## config.mk

```make
export PLATFORM = sky130hd
export DESIGN_NAME = gpgh_ports
export DESIGN_NICKNAME = d
export VERILOG_FILES = /design/src/hw/gpgh_pkg.sv /design/src/hw/gpgh_ports.sv
export VERILOG_INCLUDE_DIRS = /design/src /design/src/hw
export SDC_FILE = /design/constraint.sdc
export NUM_CORES = 1
export LEC_CHECK = 0
export ABC_AREA = 0
export BUFFER_PORTS_ARGS = -buffer_cell sky130_fd_sc_hd__buf_2
export CAP_MARGIN = 20
export CELL_PAD_IN_SITES_DETAIL_PLACEMENT = 1
export CELL_PAD_IN_SITES_GLOBAL_PLACEMENT = 1
export CORE_UTILIZATION = 25
export CTS_CLUSTER_DIAMETER = 80
export DETAILED_ROUTE_END_ITERATION = 6
export HOLD_SLACK_MARGIN = 0.03
export PLACE_DENSITY = 0.84
export SYNTH_ARGS = -nofsm -noshare
export SYNTH_HDL_FRONTEND = slang
export SYNTH_SLANG_ARGS = --single-unit
```

## constraint.sdc

```tcl
create_clock -name pclk -period 2.9 [get_ports pclk]
set_clock_uncertainty 0.2 [all_clocks]
set_input_delay 0.145 -clock pclk [delete_from_list [all_inputs] [get_ports pclk]]
set_output_delay 0.145 -clock pclk [all_outputs]
set_load 0.02 [all_outputs]
```

## src/hw/gpgh_consts.svh

```systemverilog
// register offsets, field positions and reset values of the two small ports
`ifndef GPGH_CONSTS_SVH
`define GPGH_CONSTS_SVH

// ****************************************************************
// register byte addresses on the register bus
// ****************************************************************
`define GPGH_ADDR_WIDTH     12
`define GPGH_OFF_THREE_DATA 12'h000
`define GPGH_OFF_TWO_DATA   12'h004
// the three-pin direction offset is not word aligned, so it is kept as a
// register index and the bus sees four times that index
`define GPGH_IDX_THREE_DIR  12'h00E
`define GPGH_OFF_THREE_DIR  12'h038
`define GPGH_OFF_TWO_DIR    12'h008

// ****************************************************************
// field widths, positions and reset values
// ****************************************************************
`define GPGH_THREE_PINS     3
`define GPGH_TWO_PINS       2
`define GPGH_KEYPAD_INTERRUPT_ENABLES_THREE_LSB 0
`define GPGH_KEYPAD_INTERRUPT_ENABLES_TWO_LSB   3
`define GPGH_KEYPAD_INTERRUPT_ENABLES_WIDTH     5
`define GPGH_THREE_DIR_RST  3'h0
`define GPGH_TWO_DIR_RST    2'h0

`endif

```

## src/hw/gpgh_pkg.sv

```systemverilog
// types shared by the two-port general purpose block
package gpgh_pkg;

  // ****************************************************************
  // apb request bundle
  // ****************************************************************
  typedef struct packed {
    logic        psel;
    logic        penable;
    logic        pwrite;
    logic [11:0] paddr;
    logic [31:0] pwdata;
  } gpgh_apb_req_s;

  // ****************************************************************
  // apb answer bundle
  // ****************************************************************
  typedef struct packed {
    logic        pready;
    logic        pslverr;
    logic [31:0] prdata;
  } gpgh_apb_rsp_s;

  // ****************************************************************
  // pad bundle for one five-pin group
  // ****************************************************************
  typedef struct packed {
    logic [4:0] pin_out;
    logic [4:0] pin_oe;
  } gpgh_pad_s;

endpackage

```

## src/hw/gpgh_ports.sv

```systemverilog
// three-pin and two-pin general purpose ports with apb register access
//
// Summary of operation
// three-pin port keeps one data latch per pin in data bits 2 to 0.
// software reads and writes three-pin data, pin direction follows its bit.
// reset leaves the three-pin data latches as they were.
// a set keypad enable bit 2..0 makes that three-pin pin an input.
// a 1 in a three-pin direction bit drives the pin, a 0 makes it input.
// three-pin direction sits at index 000E, bits 2..0, upper bits read 0.
// the two-pin port is special function, both pins shared with keypad.
// two-pin port keeps one data latch per pin in data bits 1 and 0.
// software reads and writes two-pin data, pin direction follows its bit.
// reset leaves the two-pin data latches as they were.
// a set keypad enable bit 4 or 3 makes that two-pin pin an input.
// a 1 in a two-pin direction bit drives the pin, a 0 makes it input.
// reset clears both two-pin direction bits.
// software should load two-pin data before turning a pin to output.
// the three-pin port is special function, all pins shared with keypad.
// data reads return the latch for outputs and the pin level for inputs.
`timescale 1ns/100ps
`include "gpgh_consts.svh"

module gpgh_ports
(
  // clock, reset and freeze
  input  wire logic                  pclk,
  input  wire logic                  presetn,
  input  wire logic                  clk_en,
  // register bus
  input  wire gpgh_pkg::gpgh_apb_req_s apb_req,
  output gpgh_pkg::gpgh_apb_rsp_s    apb_rsp,
  // keypad enables from the keyboard interrupt block
  input  wire logic [4:0]            keypad_interrupt_enables,
  // pads: bits 2..0 three-pin port, bits 4..3 two-pin port
  input  wire logic [4:0]            pin_in,
  output gpgh_pkg::gpgh_pad_s        pad,
  // pin levels handed to the keyboard interrupt block
  output logic [4:0]                 keypad_wake_pins
);
  import gpgh_pkg::*;

  // ****************************************************************
  // state
  // ****************************************************************
  logic [2:0]  three_pin_data_bits_reg;
  logic [2:0]  three_pin_direction_bits_reg;
  logic [1:0]  two_pin_data_bits_reg;
  logic [1:0]  two_pin_direction_bits_reg;
  logic [31:0] prdata_reg;

  // ****************************************************************
  // bus decode
  // ****************************************************************
  wire logic        acc_setup;
  wire logic        wr_strobe;
  wire logic        hit_three_data;
  wire logic        hit_two_data;
  wire logic        hit_three_dir;
  wire logic        hit_two_dir;
  wire logic        hit_any;
  wire logic [4:0]  eff_dir;
  wire logic [4:0]  latch_all;
  wire logic [4:0]  readback;
  wire logic [31:0] rd_mux;

  // an address compare used for all four registers
  function automatic logic addr_is(input logic [11:0] a,
                                   input logic [11:0] off);
    addr_is = (a == off);
  endfunction

  // zero-wait slave: every access completes in its first access cycle
  assign acc_setup      = apb_req.psel & ~apb_req.penable;
  assign wr_strobe      = apb_req.psel & apb_req.penable & apb_req.pwrite
                          & clk_en;
  assign hit_three_data = addr_is(apb_req.paddr, `GPGH_OFF_THREE_DATA);
  assign hit_two_data   = addr_is(apb_req.paddr, `GPGH_OFF_TWO_DATA);
  assign hit_three_dir  = addr_is(apb_req.paddr, `GPGH_OFF_THREE_DIR);
  assign hit_two_dir    = addr_is(apb_req.paddr, `GPGH_OFF_TWO_DIR);
  assign hit_any        = hit_three_data | hit_two_data | hit_three_dir
                          | hit_two_dir;

  // ****************************************************************
  // pin direction and drive
  // ****************************************************************
  // keypad enable forces the pin to input whatever its direction bit says
  assign eff_dir[2:0] = three_pin_direction_bits_reg
                        & ~keypad_interrupt_enables[2:0];
  assign eff_dir[4:3] = two_pin_direction_bits_reg
                        & ~keypad_interrupt_enables[4:3];
  assign latch_all    = {two_pin_data_bits_reg, three_pin_data_bits_reg};
  // one assignment for the whole bundle keeps a single driver on it
  assign pad = '{pin_out: latch_all,
                 pin_oe:  eff_dir};

  // all five pins always reach the keypad logic as plain levels
  assign keypad_wake_pins = pin_in;

  // outputs read back their latch, inputs read the pin
  assign readback = (eff_dir & latch_all) | (~eff_dir & pin_in);

  // ****************************************************************
  // read data selection
  // ****************************************************************
  assign rd_mux =
      hit_three_data ? {29'h0000000, readback[2:0]} :
      hit_two_data   ? {30'h0, readback[4:3]} :
      hit_three_dir  ? {29'h0, three_pin_direction_bits_reg} :
      hit_two_dir    ? {30'h0, two_pin_direction_bits_reg} :
                       32'h00000000;

  // zero wait: the slave never stretches an access
  assign apb_rsp = '{pready:  1'b1,
                     pslverr: apb_req.psel & apb_req.penable & ~hit_any,
                     prdata:  prdata_reg};

  // ****************************************************************
  // data latches: no reset, their content survives it
  // ****************************************************************
  // a reset value here would break the documented hold-through-reset
  always_ff @(posedge pclk)
  begin
    if (wr_strobe && hit_three_data)
      three_pin_data_bits_reg <= apb_req.pwdata[2:0];
    if (wr_strobe && hit_two_data)
      two_pin_data_bits_reg <= apb_req.pwdata[1:0];
  end

  // ****************************************************************
  // direction registers
  // ****************************************************************
  always_ff @(posedge pclk or negedge presetn)
  begin
    if (!presetn)
    begin
      three_pin_direction_bits_reg <= `GPGH_THREE_DIR_RST;
      two_pin_direction_bits_reg   <= `GPGH_TWO_DIR_RST;
    end
    else if (wr_strobe)
    begin
      if (hit_three_dir)
        three_pin_direction_bits_reg <= apb_req.pwdata[2:0];
      if (hit_two_dir)
        two_pin_direction_bits_reg <= apb_req.pwdata[1:0];
    end
  end

  // ****************************************************************
  // read data register, loaded in setup so it stands in access
  // ****************************************************************
  always_ff @(posedge pclk or negedge presetn)
  begin
    if (!presetn)
      prdata_reg <= 32'h00000000;
    else if (clk_en && acc_setup && !apb_req.pwrite)
      prdata_reg <= rd_mux;
  end

  // ****************************************************************
  // checks
  // ****************************************************************
  chk_keypad_interrupt_enables_override: assert property (
    @(posedge pclk) disable iff (!presetn)
    keypad_interrupt_enables[2:0] != 3'h0 |->
      (pad.pin_oe[2:0] & keypad_interrupt_enables[2:0]) == 3'h0)
    else $error("keypad enable did not force three-pin input");

  chk_two_keypad_interrupt_enables: assert property (
    @(posedge pclk) disable iff (!presetn)
    (pad.pin_oe[4:3] & keypad_interrupt_enables[4:3]) == 2'h0)
    else $error("keypad enable did not force two-pin input");

  chk_dir_write: assert property (
    @(posedge pclk) disable iff (!presetn)
    wr_strobe && hit_three_dir |=>
      three_pin_direction_bits_reg == $past(apb_req.pwdata[2:0]))
    else $error("three-pin direction write lost");

  chk_two_dir_write: assert property (
    @(posedge pclk) disable iff (!presetn)
    wr_strobe && hit_two_dir |=>
      two_pin_direction_bits_reg == $past(apb_req.pwdata[1:0]))
    else $error("two-pin direction write lost");

  chk_three_data: assert property (
    @(posedge pclk) disable iff (!presetn)
    wr_strobe && hit_three_data |=>
      pad.pin_out[2:0] == $past(apb_req.pwdata[2:0]))
    else $error("three-pin latch not driven to pad");

  chk_two_data: assert property (
    @(posedge pclk) disable iff (!presetn)
    wr_strobe && hit_two_data |=>
      pad.pin_out[4:3] == $past(apb_req.pwdata[1:0]))
    else $error("two-pin latch not driven to pad");

  chk_dir_upper: assert property (
    @(posedge pclk) disable iff (!presetn)
    clk_en && acc_setup && !apb_req.pwrite && hit_three_dir |=>
      prdata_reg[31:3] == 29'h0000000)
    else $error("three-pin direction upper bits not zero");

  chk_read_mix: assert property (
    @(posedge pclk) disable iff (!presetn)
    clk_en && acc_setup && !apb_req.pwrite && hit_three_data |=>
      prdata_reg[2:0] == $past(readback[2:0]))
    else $error("three-pin data readback wrong");

  // ****************************************************************
  // check helpers
  // ****************************************************************
  // latches hold no reset value, so a hold check only makes sense once
  // software has loaded them; before that they are unknown
  logic three_written_reg;
  logic two_written_reg;

  always_ff @(posedge pclk or negedge presetn)
  begin
    if (!presetn)
    begin
      three_written_reg <= 1'b0;
      two_written_reg   <= 1'b0;
    end
    else
    begin
      if (wr_strobe && hit_three_data)
        three_written_reg <= 1'b1;
      if (wr_strobe && hit_two_data)
        two_written_reg <= 1'b1;
    end
  end

  chk_latch_hold: assert property (
    @(posedge pclk) disable iff (!presetn)
    three_written_reg && !(wr_strobe && hit_three_data) |=>
      $stable(three_pin_data_bits_reg))
    else $error("three-pin latch changed without a write");

  chk_two_hold: assert property (
    @(posedge pclk) disable iff (!presetn)
    two_written_reg && !(wr_strobe && hit_two_data) |=>
      $stable(two_pin_data_bits_reg))
    else $error("two-pin latch changed without a write");

  // a frozen clock enable must leave every register alone
  chk_frozen_dir: assert property (
    @(posedge pclk) disable iff (!presetn)
    !clk_en |=> $stable(three_pin_direction_bits_reg)
                && $stable(two_pin_direction_bits_reg))
    else $error("direction changed while frozen");

  chk_frozen_rd: assert property (
    @(posedge pclk) disable iff (!presetn)
    !clk_en |=> $stable(prdata_reg))
    else $error("read data changed while frozen");

  chk_pready_high: assert property (
    @(posedge pclk) disable iff (!presetn)
    apb_rsp.pready == 1'b1)
    else $error("slave inserted a wait state");

  chk_two_read: assert property (
    @(posedge pclk) disable iff (!presetn)
    clk_en && acc_setup && !apb_req.pwrite && hit_two_data |=>
      prdata_reg == {30'h0, $past(readback[4:3])})
    else $error("two-pin data readback wrong");

  chk_two_dir_read: assert property (
    @(posedge pclk) disable iff (!presetn)
    clk_en && acc_setup && !apb_req.pwrite && hit_two_dir |=>
      prdata_reg == {30'h0, $past(two_pin_direction_bits_reg)})
    else $error("two-pin direction readback wrong");

  // an unmapped read must not leak any register into the bus
  chk_unmapped_rd: assert property (
    @(posedge pclk) disable iff (!presetn)
    clk_en && acc_setup && !apb_req.pwrite && !hit_any |=>
      prdata_reg == 32'h00000000)
    else $error("unmapped read returned data");

  // no pin may drive unless its direction bit asks for it
  chk_drive_dir: assert property (
    @(posedge pclk) disable iff (!presetn)
    (pad.pin_oe & ~{two_pin_direction_bits_reg,
                    three_pin_direction_bits_reg}) == 5'h00)
    else $error("pin driven with its direction bit clear");

  chk_wake_level: assert property (
    @(posedge pclk) disable iff (!presetn)
    keypad_wake_pins == pin_in)
    else $error("keypad logic does not see the pad level");

endmodule

```

==> metrics.yaml, run 1 <==
final-hold-violation-count: 0
root_buffer: "clkbuf_8"
tightest_slew_ns: 0.6914
use_met1: 0.1224
routed_wl_mm: 2.514
synth_flop_cell: "dfrtp_1"
wl_per_cell_microns: 11.97
critical_path.max_fanout: 3
critical_path_class: "primary input to register"
drc: 0
synth_edf_count: 5
final_cell_mix: "49 x buf_2, 30 x conb_1, 8 x dfrtp_1, 7 x mux2_2, 6 x nor2b_1"
seq_area_frac_synth: 0.3329
gp_congestion: 0.7689
setup.worst_path.end_class: "register"
synth_top_family_by_area: "buffers and inverters"
setup_viol: 0
finalCritPeriodShare: 0.6391
grt_pass1_wl_mm: 3.877
die-area_sq_um: 4472
ios: 109
synthAdderAreaFrac: 0
syn_area_sq_um: 1052
drive_gt1_frac: 0.4125
vdd_drop_max_v: 0.0001520
synth_mux_area_frac: 0.09394
async_reset_ff_frac: 0.6154
drv_slew: 0
place_ws_ns: 0.8671
power_density_nw_per_um2: 342.0
num-nets-final: 221
core_area_sq_um: 4029
clock_sinks: 13
insertion_delay_ns: 0.24
fin_crit_ns: 1.853
hpwl_mm: 2.156
hp-class: "primary input to register"
grt-ovfl-total: 0
synthCells: 108
yosysWarningCount: 0
clockBufferDepth: 2
synth.distinct_cells: 35
p_leak_nw: 0.6498
viasPerCell: 4.286
timing.fmax_mhz: 539.5
h-tree-depth: 1
start_util: 0.2612
p_total_w: 0.0004463
dpl_cell_area_sq_um: 1210
postRouteAntennaNets: 0
status: "complete, no violations"
arrival_ns: 1.78
busiest_layer: "met2"
post-route-util: 0.3239
path_clk_slew_ns: 0.05
cts_resized: 0
yosys_register_bits: 13
grt_max_degree: 9
met3_usage: 0.03253
synth-simple-area-share: 0.2342
grt_pass1_vias: 867
die_w_microns: 66.88
antenna_cells: 0
tns_ns: 0
synthXorXnorAreaFrac: 0
antenna_found_initial: 0
fillers: 500
final_common_cell: "buf_2"
via_count: 900
num_rows: 23
worst-r2r-setup-slack_ns: 1.36
first_iter_violations: 25
gr-usage-all-layers: 0.1169
crit_required_ns: 2.82
max_cap_violations: 0
fin_area_sq_um: 1305
synth-compound-area-share: 0.07848
start_kind: "primary input"
grt_setup_unrepaired: "no"
die_h_microns: 66.88
portBuffers: 49
syn_area_per_cell_sq_um: 9.743
met2_usage: 0.2311
tritoncts: "yes"
syn2layout_area_growth_pct: 24.02
slew_headroom: 0.5348
first_pass_iters: 4
layout_setup_ws_ns: 1.047
cts_made_buffers: 3
[cells by family (layout without fill, tap and decap cells)]
family / Yosys count / in the layout
other cells: 2 / 30
buf+inv: 36 / 60
flops: 13 / 13
compound gates: 12 / 12
simple gates: 36 / 36
mux: 9 / 9
[synthesized netlist by cell type (2+ instances only)]
cell type  count  area share
conb_1         2      0.0071
and3_1         2       0.012
a21oi_1        3       0.014
mux2_2         7       0.075
nor3_1         2      0.0095
nor4_1         3       0.018
nor2_1         4       0.014
buf_4         35        0.25
o21ai_0        2      0.0095
dfrtp_1        8        0.19
nand2b_1       2       0.012
mux2i_1        2       0.019
and4_1         2       0.017
edfxtp_1       5        0.14
nor2b_1        6       0.036
nand2_1        4       0.014
[stage by stage]
step	std cells	hold slack [ns]
after detailed placement	201	-0.1987
after floorplan	136	-0.3506
final	210	0.03681
after global placement	201	-0.1995
after global routing	210	0.06016
after CTS	210	0.03705
[layer usage]
metal / up-vias / part of all wire
li1: 426 / -
met1: 433 / 0.38
met2: 41 / 0.54
met3: 0 / 0.080
met4: 0 / 0
met5: - / 0
[worst max-delay path, stage by stage]
cell and delay [ns]:
dlygate4sd3_1 0.52, buf_2 0.11, and4_1 0.28, nand3_1 0.12, nor2_1 0.24, mux2_2 0.36
[worst paths after layout]
kind                                               start                         endpoint  depth (start not counted)
min in group asynchronous                        presetn                    prdata_reg[0]                          2
setup reg to reg           two_pin_direction_bits_reg[1]                    prdata_reg[1]                          4
setup / recovery                             apb_req[44]    two_pin_direction_bits_reg[0]                          6
hold reg to reg                            prdata_reg[2]                    prdata_reg[2]                          2
max in group asynchronous                        presetn  three_pin_direction_bits_reg[1]                          2
hold / removal                               apb_req[45]                    prdata_reg[0]                          4
[report_power, final]
| group | total [W] | switching, W | internal, W | leakage [nW] |
|---|---|---|---|---|
| Combinational | 0.0000964 | 0.0000658 | 0.0000306 | 0.470 |
| Sequential | 0.000191 | 0.0000000461 | 0.000191 | 0.157 |
| Clock | 0.000159 | 0.0000617 | 0.0000969 | 0.0228 |
| Total | 0.000446 | 0.000128 | 0.000319 | 0.650 |
[cell type report]
cell class | count | area, sq um | share of cell area
clock buffers | 4 | 45.04 | 0.03452
inverters | 1 | 3.754 | 0.002876
multi-input cells | 87 | 540.5 | 0.4142
flip-flops and latches | 13 | 350.3 | 0.2685
well taps | 50 | 62.56 | 0.04794
repair buffers | 55 | 302.8 | 0.2320
[repair_timing]
item,4_1_cts,5_1_grt
setup buffers,0,0
hold buffers,5,0
hold endpoints to repair,19,0
Power figures use the tool's default switching activity.
==> inputs of run 2 (changes only) <==
- CORE_UTILIZATION: 25 -> 21
- PLACE_DENSITY: 0.84 -> 0.75
- clock period: 2.9 -> 1.5 ns (I/O delays scaled with it)
==> run 2 against run 1 <==
  * Combinational power up 120%
  * Highest routed layer is now met4
  * Register-to-register slack got worse by 1.3 ns
  * Largest cell class unchanged
  * Largest power group unchanged
  * Routed wire length increased by 15%
==> metrics.yaml, run 2 (synthesis gave the netlist of run 1 again) <==
critical_path.max_fanout: 3
syn2layout_area_growth_pct: 46.25
status: "complete, no violations"
max_stage_delay_ns: 0.55
grt_max_degree: 9
die-area_sq_um: 5298
path_clk_slew_ns: 0.05
portBuffers: 49
num-nets-final: 239
fin_area_sq_um: 1539
ios: 109
critPathSlowestCell: "or4_4"
r2r_start: "three_pin_direction_bits_reg[1]"
first_pass_iters: 4
place_ws_ns: -0.2112
power_density_nw_per_um2: 586.6
worst-r2r-setup-slack_ns: 0.05
die_w_microns: 72.79
root_buffer: "clkbuf_8"
dpl_cell_area_sq_um: 1394
setup.worst_path.end_class: "register"
fillers: 577
tns_ns: 0
core_area_sq_um: 4786
clock_sinks: 13
final-hold-violation-count: 0
antenna_found_initial: 0
drc: 0
gp_congestion: 0.8564
postRouteAntennaNets: 0
p_leak_nw: 0.7514
fin_crit_ns: 1.457
seqCellArea_sq_um: 350.3
crit_required_ns: 1.43
arrival_ns: 1.39
r2r_end: "prdata_reg[1]"
finalCritPeriodShare: 0.9714
timing.fmax_mhz: 686.3
vdd_drop_max_v: 0.0002201
tritoncts: "yes"
grt_setup_unrepaired: "yes"
endpoint: "three_pin_direction_bits_reg[2]"
first_iter_violations: 30
critical_path_class: "primary input to register"
setup_viol: 0
h-tree-depth: 1
clockBufferDepth: 2
viasPerCell: 3.927
worstRegToRegCells: 4
path_cells: "buf_2, or4_4, nor3_4, nand2_2, mux2_2"
start_util: 0.2199
cts_made_buffers: 3
multi_input_area_sq_um: 618.1
max_cap_violations: 0
final_cell_mix: "49 x buf_2, 30 x conb_1, 19 x buf_4, 8 x dfrtp_1, 7 x mux2_2"
layout_setup_ws_ns: 0.04292
antenna_cells: 0
num_rows: 25
drive_gt1_frac: 0.5393
grt_pass1_vias: 953
drv_slew: 0
routed_wl_mm: 2.902
start_kind: "primary input"
final_common_cell: "buf_2"
via_count: 962
grt_pass1_wl_mm: 4.526
die_h_microns: 72.79
wl_per_cell_microns: 11.84
startpoint: "apb_req[41]"
hpwl_mm: 2.433
grt-ovfl-total: 0
insertion_delay_ns: 0.25
hp-class: "primary input to register"
gr-usage-all-layers: 0.1148
## run 2: cell count changes in the layout (fill, tap and decap cells not counted), moves of 2 or more
cell,before,now
o21ai_1,0,2
nor4_2,0,2
nor2b_2,0,3
nor2b_1,6,0
o21ai_0,2,0
buf_4,1,19
nor2b_4,0,3
nor4_1,3,0
## run 2: worst min path at each step
stage | from | to | cells past startpoint | slack [ns]
6_report | apb_req[44] | prdata_reg[0] | 4 | 0.03
5_1_grt | apb_req[44] | prdata_reg[0] | 4 | 0.09
4_1_cts | apb_req[46] | prdata_reg[0] | 4 | 0.05
3_5_place_dp | presetn | prdata_reg[0] | 1 | -0.26
3_3_place_gp | presetn | prdata_reg[2] | 1 | -0.27
2_1_floorplan | presetn | prdata_reg[0] | 0 | -0.42
## run 2: what timing repair did
item | CTS | global route
endpoints found under the hold margin | 19 | 0
pin swaps | 1 | 7
setup buffers | 1 | 0
setup endpoints to repair | 2 | 6
gates resized for setup | 3 | 7
gates cloned | 0 | 0
hold buffers | 7 | 0
## run 2: layout make-up
type,count,share of cell area
multi-input combinational,87,0.4016
clock buffer,4,0.02927
sequential,13,0.2276
inverter,1,0.002439
timing repair buffer,73,0.2846
tap,67,0.05447
## run 2: worst max-delay path: cells and delay by family
family	cells	cell delay, ns
simple gates	3	0.92
mux	1	0.28
buf+inv	1	0.12
## run 2: routing by layer
layer	global-route usage	part of all wire	up-vias
li1	-	-	461
met1	0.1249	0.39	453
met2	0.2170	0.54	46
met3	0.03453	0.064	2
met4	0.02614	0.0065	0
met5	0	0	-
## run 2: where the power goes
group	internal, W	switching, W	leakage, nW	total, W
Sequential	0.000370	0.0000000847	0.157	0.000370
Clock	0.000188	0.000131	0.0228	0.000319
Combinational	0.0000749	0.000139	0.572	0.000214
## run 2: per-stage QoR
step / instances / hold WS [ns] / total power [W] / util
floorplan: 136 / -0.4206 / 0.0005507 / -
global placement: 235 / -0.2712 / 0.0005701 / 0.2912
detailed placement: 235 / -0.2644 / 0.0005741 / 0.2912
CTS: 247 / 0.05162 / 0.0009118 / 0.3197
global route: 245 / 0.08974 / 0.0009487 / 0.3216
finish: 245 / 0.02847 / 0.0009028 / 0.3216
==> inputs of run 3 (changes only) <==
- SKIP_LAST_GASP: not set -> 1
- clock period: 1.5 -> 1.3 ns (I/O delays scaled with it)
==> run 3 against run 2 <==
  * The flow now finishes with violations (negative hold slack, negative setup slack)
  * Combinational power grew 32%
  * Routed wire length grew 9.0%
  * Register-to-register slack lost 0.15 ns
  * Total power grew 18%
  * Final cell count grew 4.1%
  * Die area is the same
  * Hold slack lost 0.033 ns
  * Clock power grew 11%
  * Via count grew 5.7%
  * Design area grew 13%
  * Critical path depth is the same
  * Highest routed layer unchanged
  * Non-clock buffer count grew 10
==> metrics.yaml, run 3 (synthesis gave the netlist of run 1 again) <==
status: "finished, violations left"
path_clk_slew_ns: 0.05
die_h_microns: 72.79
timing.fmax_mhz: 680.8
ios: 109
fillers: 565
tritoncts: "yes"
power_density_nw_per_um2: 609.7
portBuffers: 49
h-tree-depth: 1
critPathSlowestCell: "or4bb_4"
viasPerCell: 3.988
start_kind: "primary input"
vdd_drop_max_v: 0.0003306
max_cap_violations: 0
max_stage_delay_ns: 0.58
crit_required_ns: 1.23
path_cells: "buf_8, or4bb_4, nor3_4, nand2_2, mux2_4"
final_common_cell: "buf_2"
fin_crit_ns: 1.469
first_pass_iters: 4
insertion_delay_ns: 0.24
grt_setup_unrepaired: "yes"
via_count: 1017
syn2layout_area_growth_pct: 65.99
holdBufCountCts: 5
routed_wl_mm: 3.164
die_w_microns: 72.79
place_ws_ns: -0.4222
num-nets-final: 249
drive_gt1_frac: 0.5957
wl_per_cell_microns: 12.41
p_leak_nw: 0.8399
core_area_sq_um: 4786
gp_congestion: 0.8151
die-area_sq_um: 5298
clock_sinks: 13
antenna_cells: 0
critical_path_class: "primary input to register"
first_iter_violations: 21
seqCellArea_sq_um: 350.3
grt_max_degree: 9
violations: "negative hold slack, negative setup slack"
hp-class: "primary input to register"
setup.worst_path.end_class: "register"
final_cell_mix: "42 x buf_2, 30 x conb_1, 29 x buf_4, 8 x dfrtp_1"
multi_input_area_sq_um: 699.4
num_rows: 25
p_total_w: 0.001065
arrival_ns: 1.39
hpwl_mm: 2.563
critical_path.max_fanout: 3
cts_made_buffers: 3
whs_ns: -0.004335
setup_viol: 10
postRouteAntennaNets: 0
grt_pass1_wl_mm: 4.850
antenna_found_initial: 0
final-hold-violation-count: 1
finalCritPeriodShare: 1.130
grt_pass1_vias: 1035
layout_setup_ws_ns: -0.1690
drc: 0
root_buffer: "clkbuf_8"
grt-ovfl-total: 0
clockBufferDepth: 2
gr-usage-all-layers: 0.1232
start_util: 0.2199
drv_slew: 0
## run 3: cell types whose count changed in the layout (fill, tap and decap cells not counted), moves of 2 or more
cell	change
mux2_2	-5
buf_6	+5
nor2b_4	+2
buf_4	+10
mux2_4	+5
nor2b_2	-2
buf_2	-7
buf_8	+2
## run 3: area by class of cell
class,instances,share of cell area
Multi-Input combinational cell,87,0.4004
Sequential cell,13,0.2006
Timing Repair Buffer,83,0.3231
Clock buffer,4,0.02579
Inverter,1,0.002149
Tap cell,67,0.04799
## run 3: path summary, 6_finish.rpt
path / start / end / slack [ns] / cells past startpoint
setup / recovery: apb_req[39] / three_pin_direction_bits_reg[2] / -0.17 / 5
hold / removal: apb_req[44] / prdata_reg[0] / -0.004 / 4
setup reg to reg: two_pin_direction_bits_reg[1] / prdata_reg[1] / -0.10 / 4
hold reg to reg: prdata_reg[1] / prdata_reg[1] / 0.29 / 2
max in group asynchronous: presetn / two_pin_direction_bits_reg[0] / 0.16 / 3
min in group asynchronous: presetn / prdata_reg[0] / 0.56 / 3
## run 3: report_power, final
part | internal (W) | switching, W
Combinational | 0.000110 | 0.000172
Sequential | 0.000427 | 0.0000000826
Clock | 0.000216 | 0.000139
Total | 0.000754 | 0.000311
## run 3: per-stage QoR
stage / hold WS [ns] / setup TNS (ns) / util / cells / instance area, sq um
CTS: -0.01532 / -1.136 / 0.3427 / 249 / 1640
detailed placement: -0.2782 / -4.649 / 0.3090 / 239 / 1479
global route: 0.02799 / -1.527 / 0.3650 / 255 / 1747
global placement: -0.2805 / -4.160 / 0.3090 / 239 / 1479
floorplan: -0.4306 / -1.099 / - / 136 / 1247
finish: -0.004335 / -1.055 / 0.3650 / 255 / 1747
## run 3: critical path: cells and delay by family
kind | cells | cell delay [ns]
buffers and inverters | 1 | 0.09
AND/OR/NAND/NOR | 3 | 0.93
multiplexers | 1 | 0.30
## run 3: routing by layer
layer / vias up / wire length, microns / global-route usage
met5: - / 0 / 0
li1: 483 / - / -
met1: 476 / 1215 / 0.1297
met2: 50 / 1682 / 0.2326
met4: 0 / 95 / 0.05664
met3: 8 / 171 / 0.02624
## run 3: repair_timing
item / in CTS / in global routing
gates resized for setup: 12 / 16
setup endpoints to repair: 11 / 15
endpoints found under the hold margin: 19 / 1
pin swaps: 7 / 8
setup buffers: 1 / 6
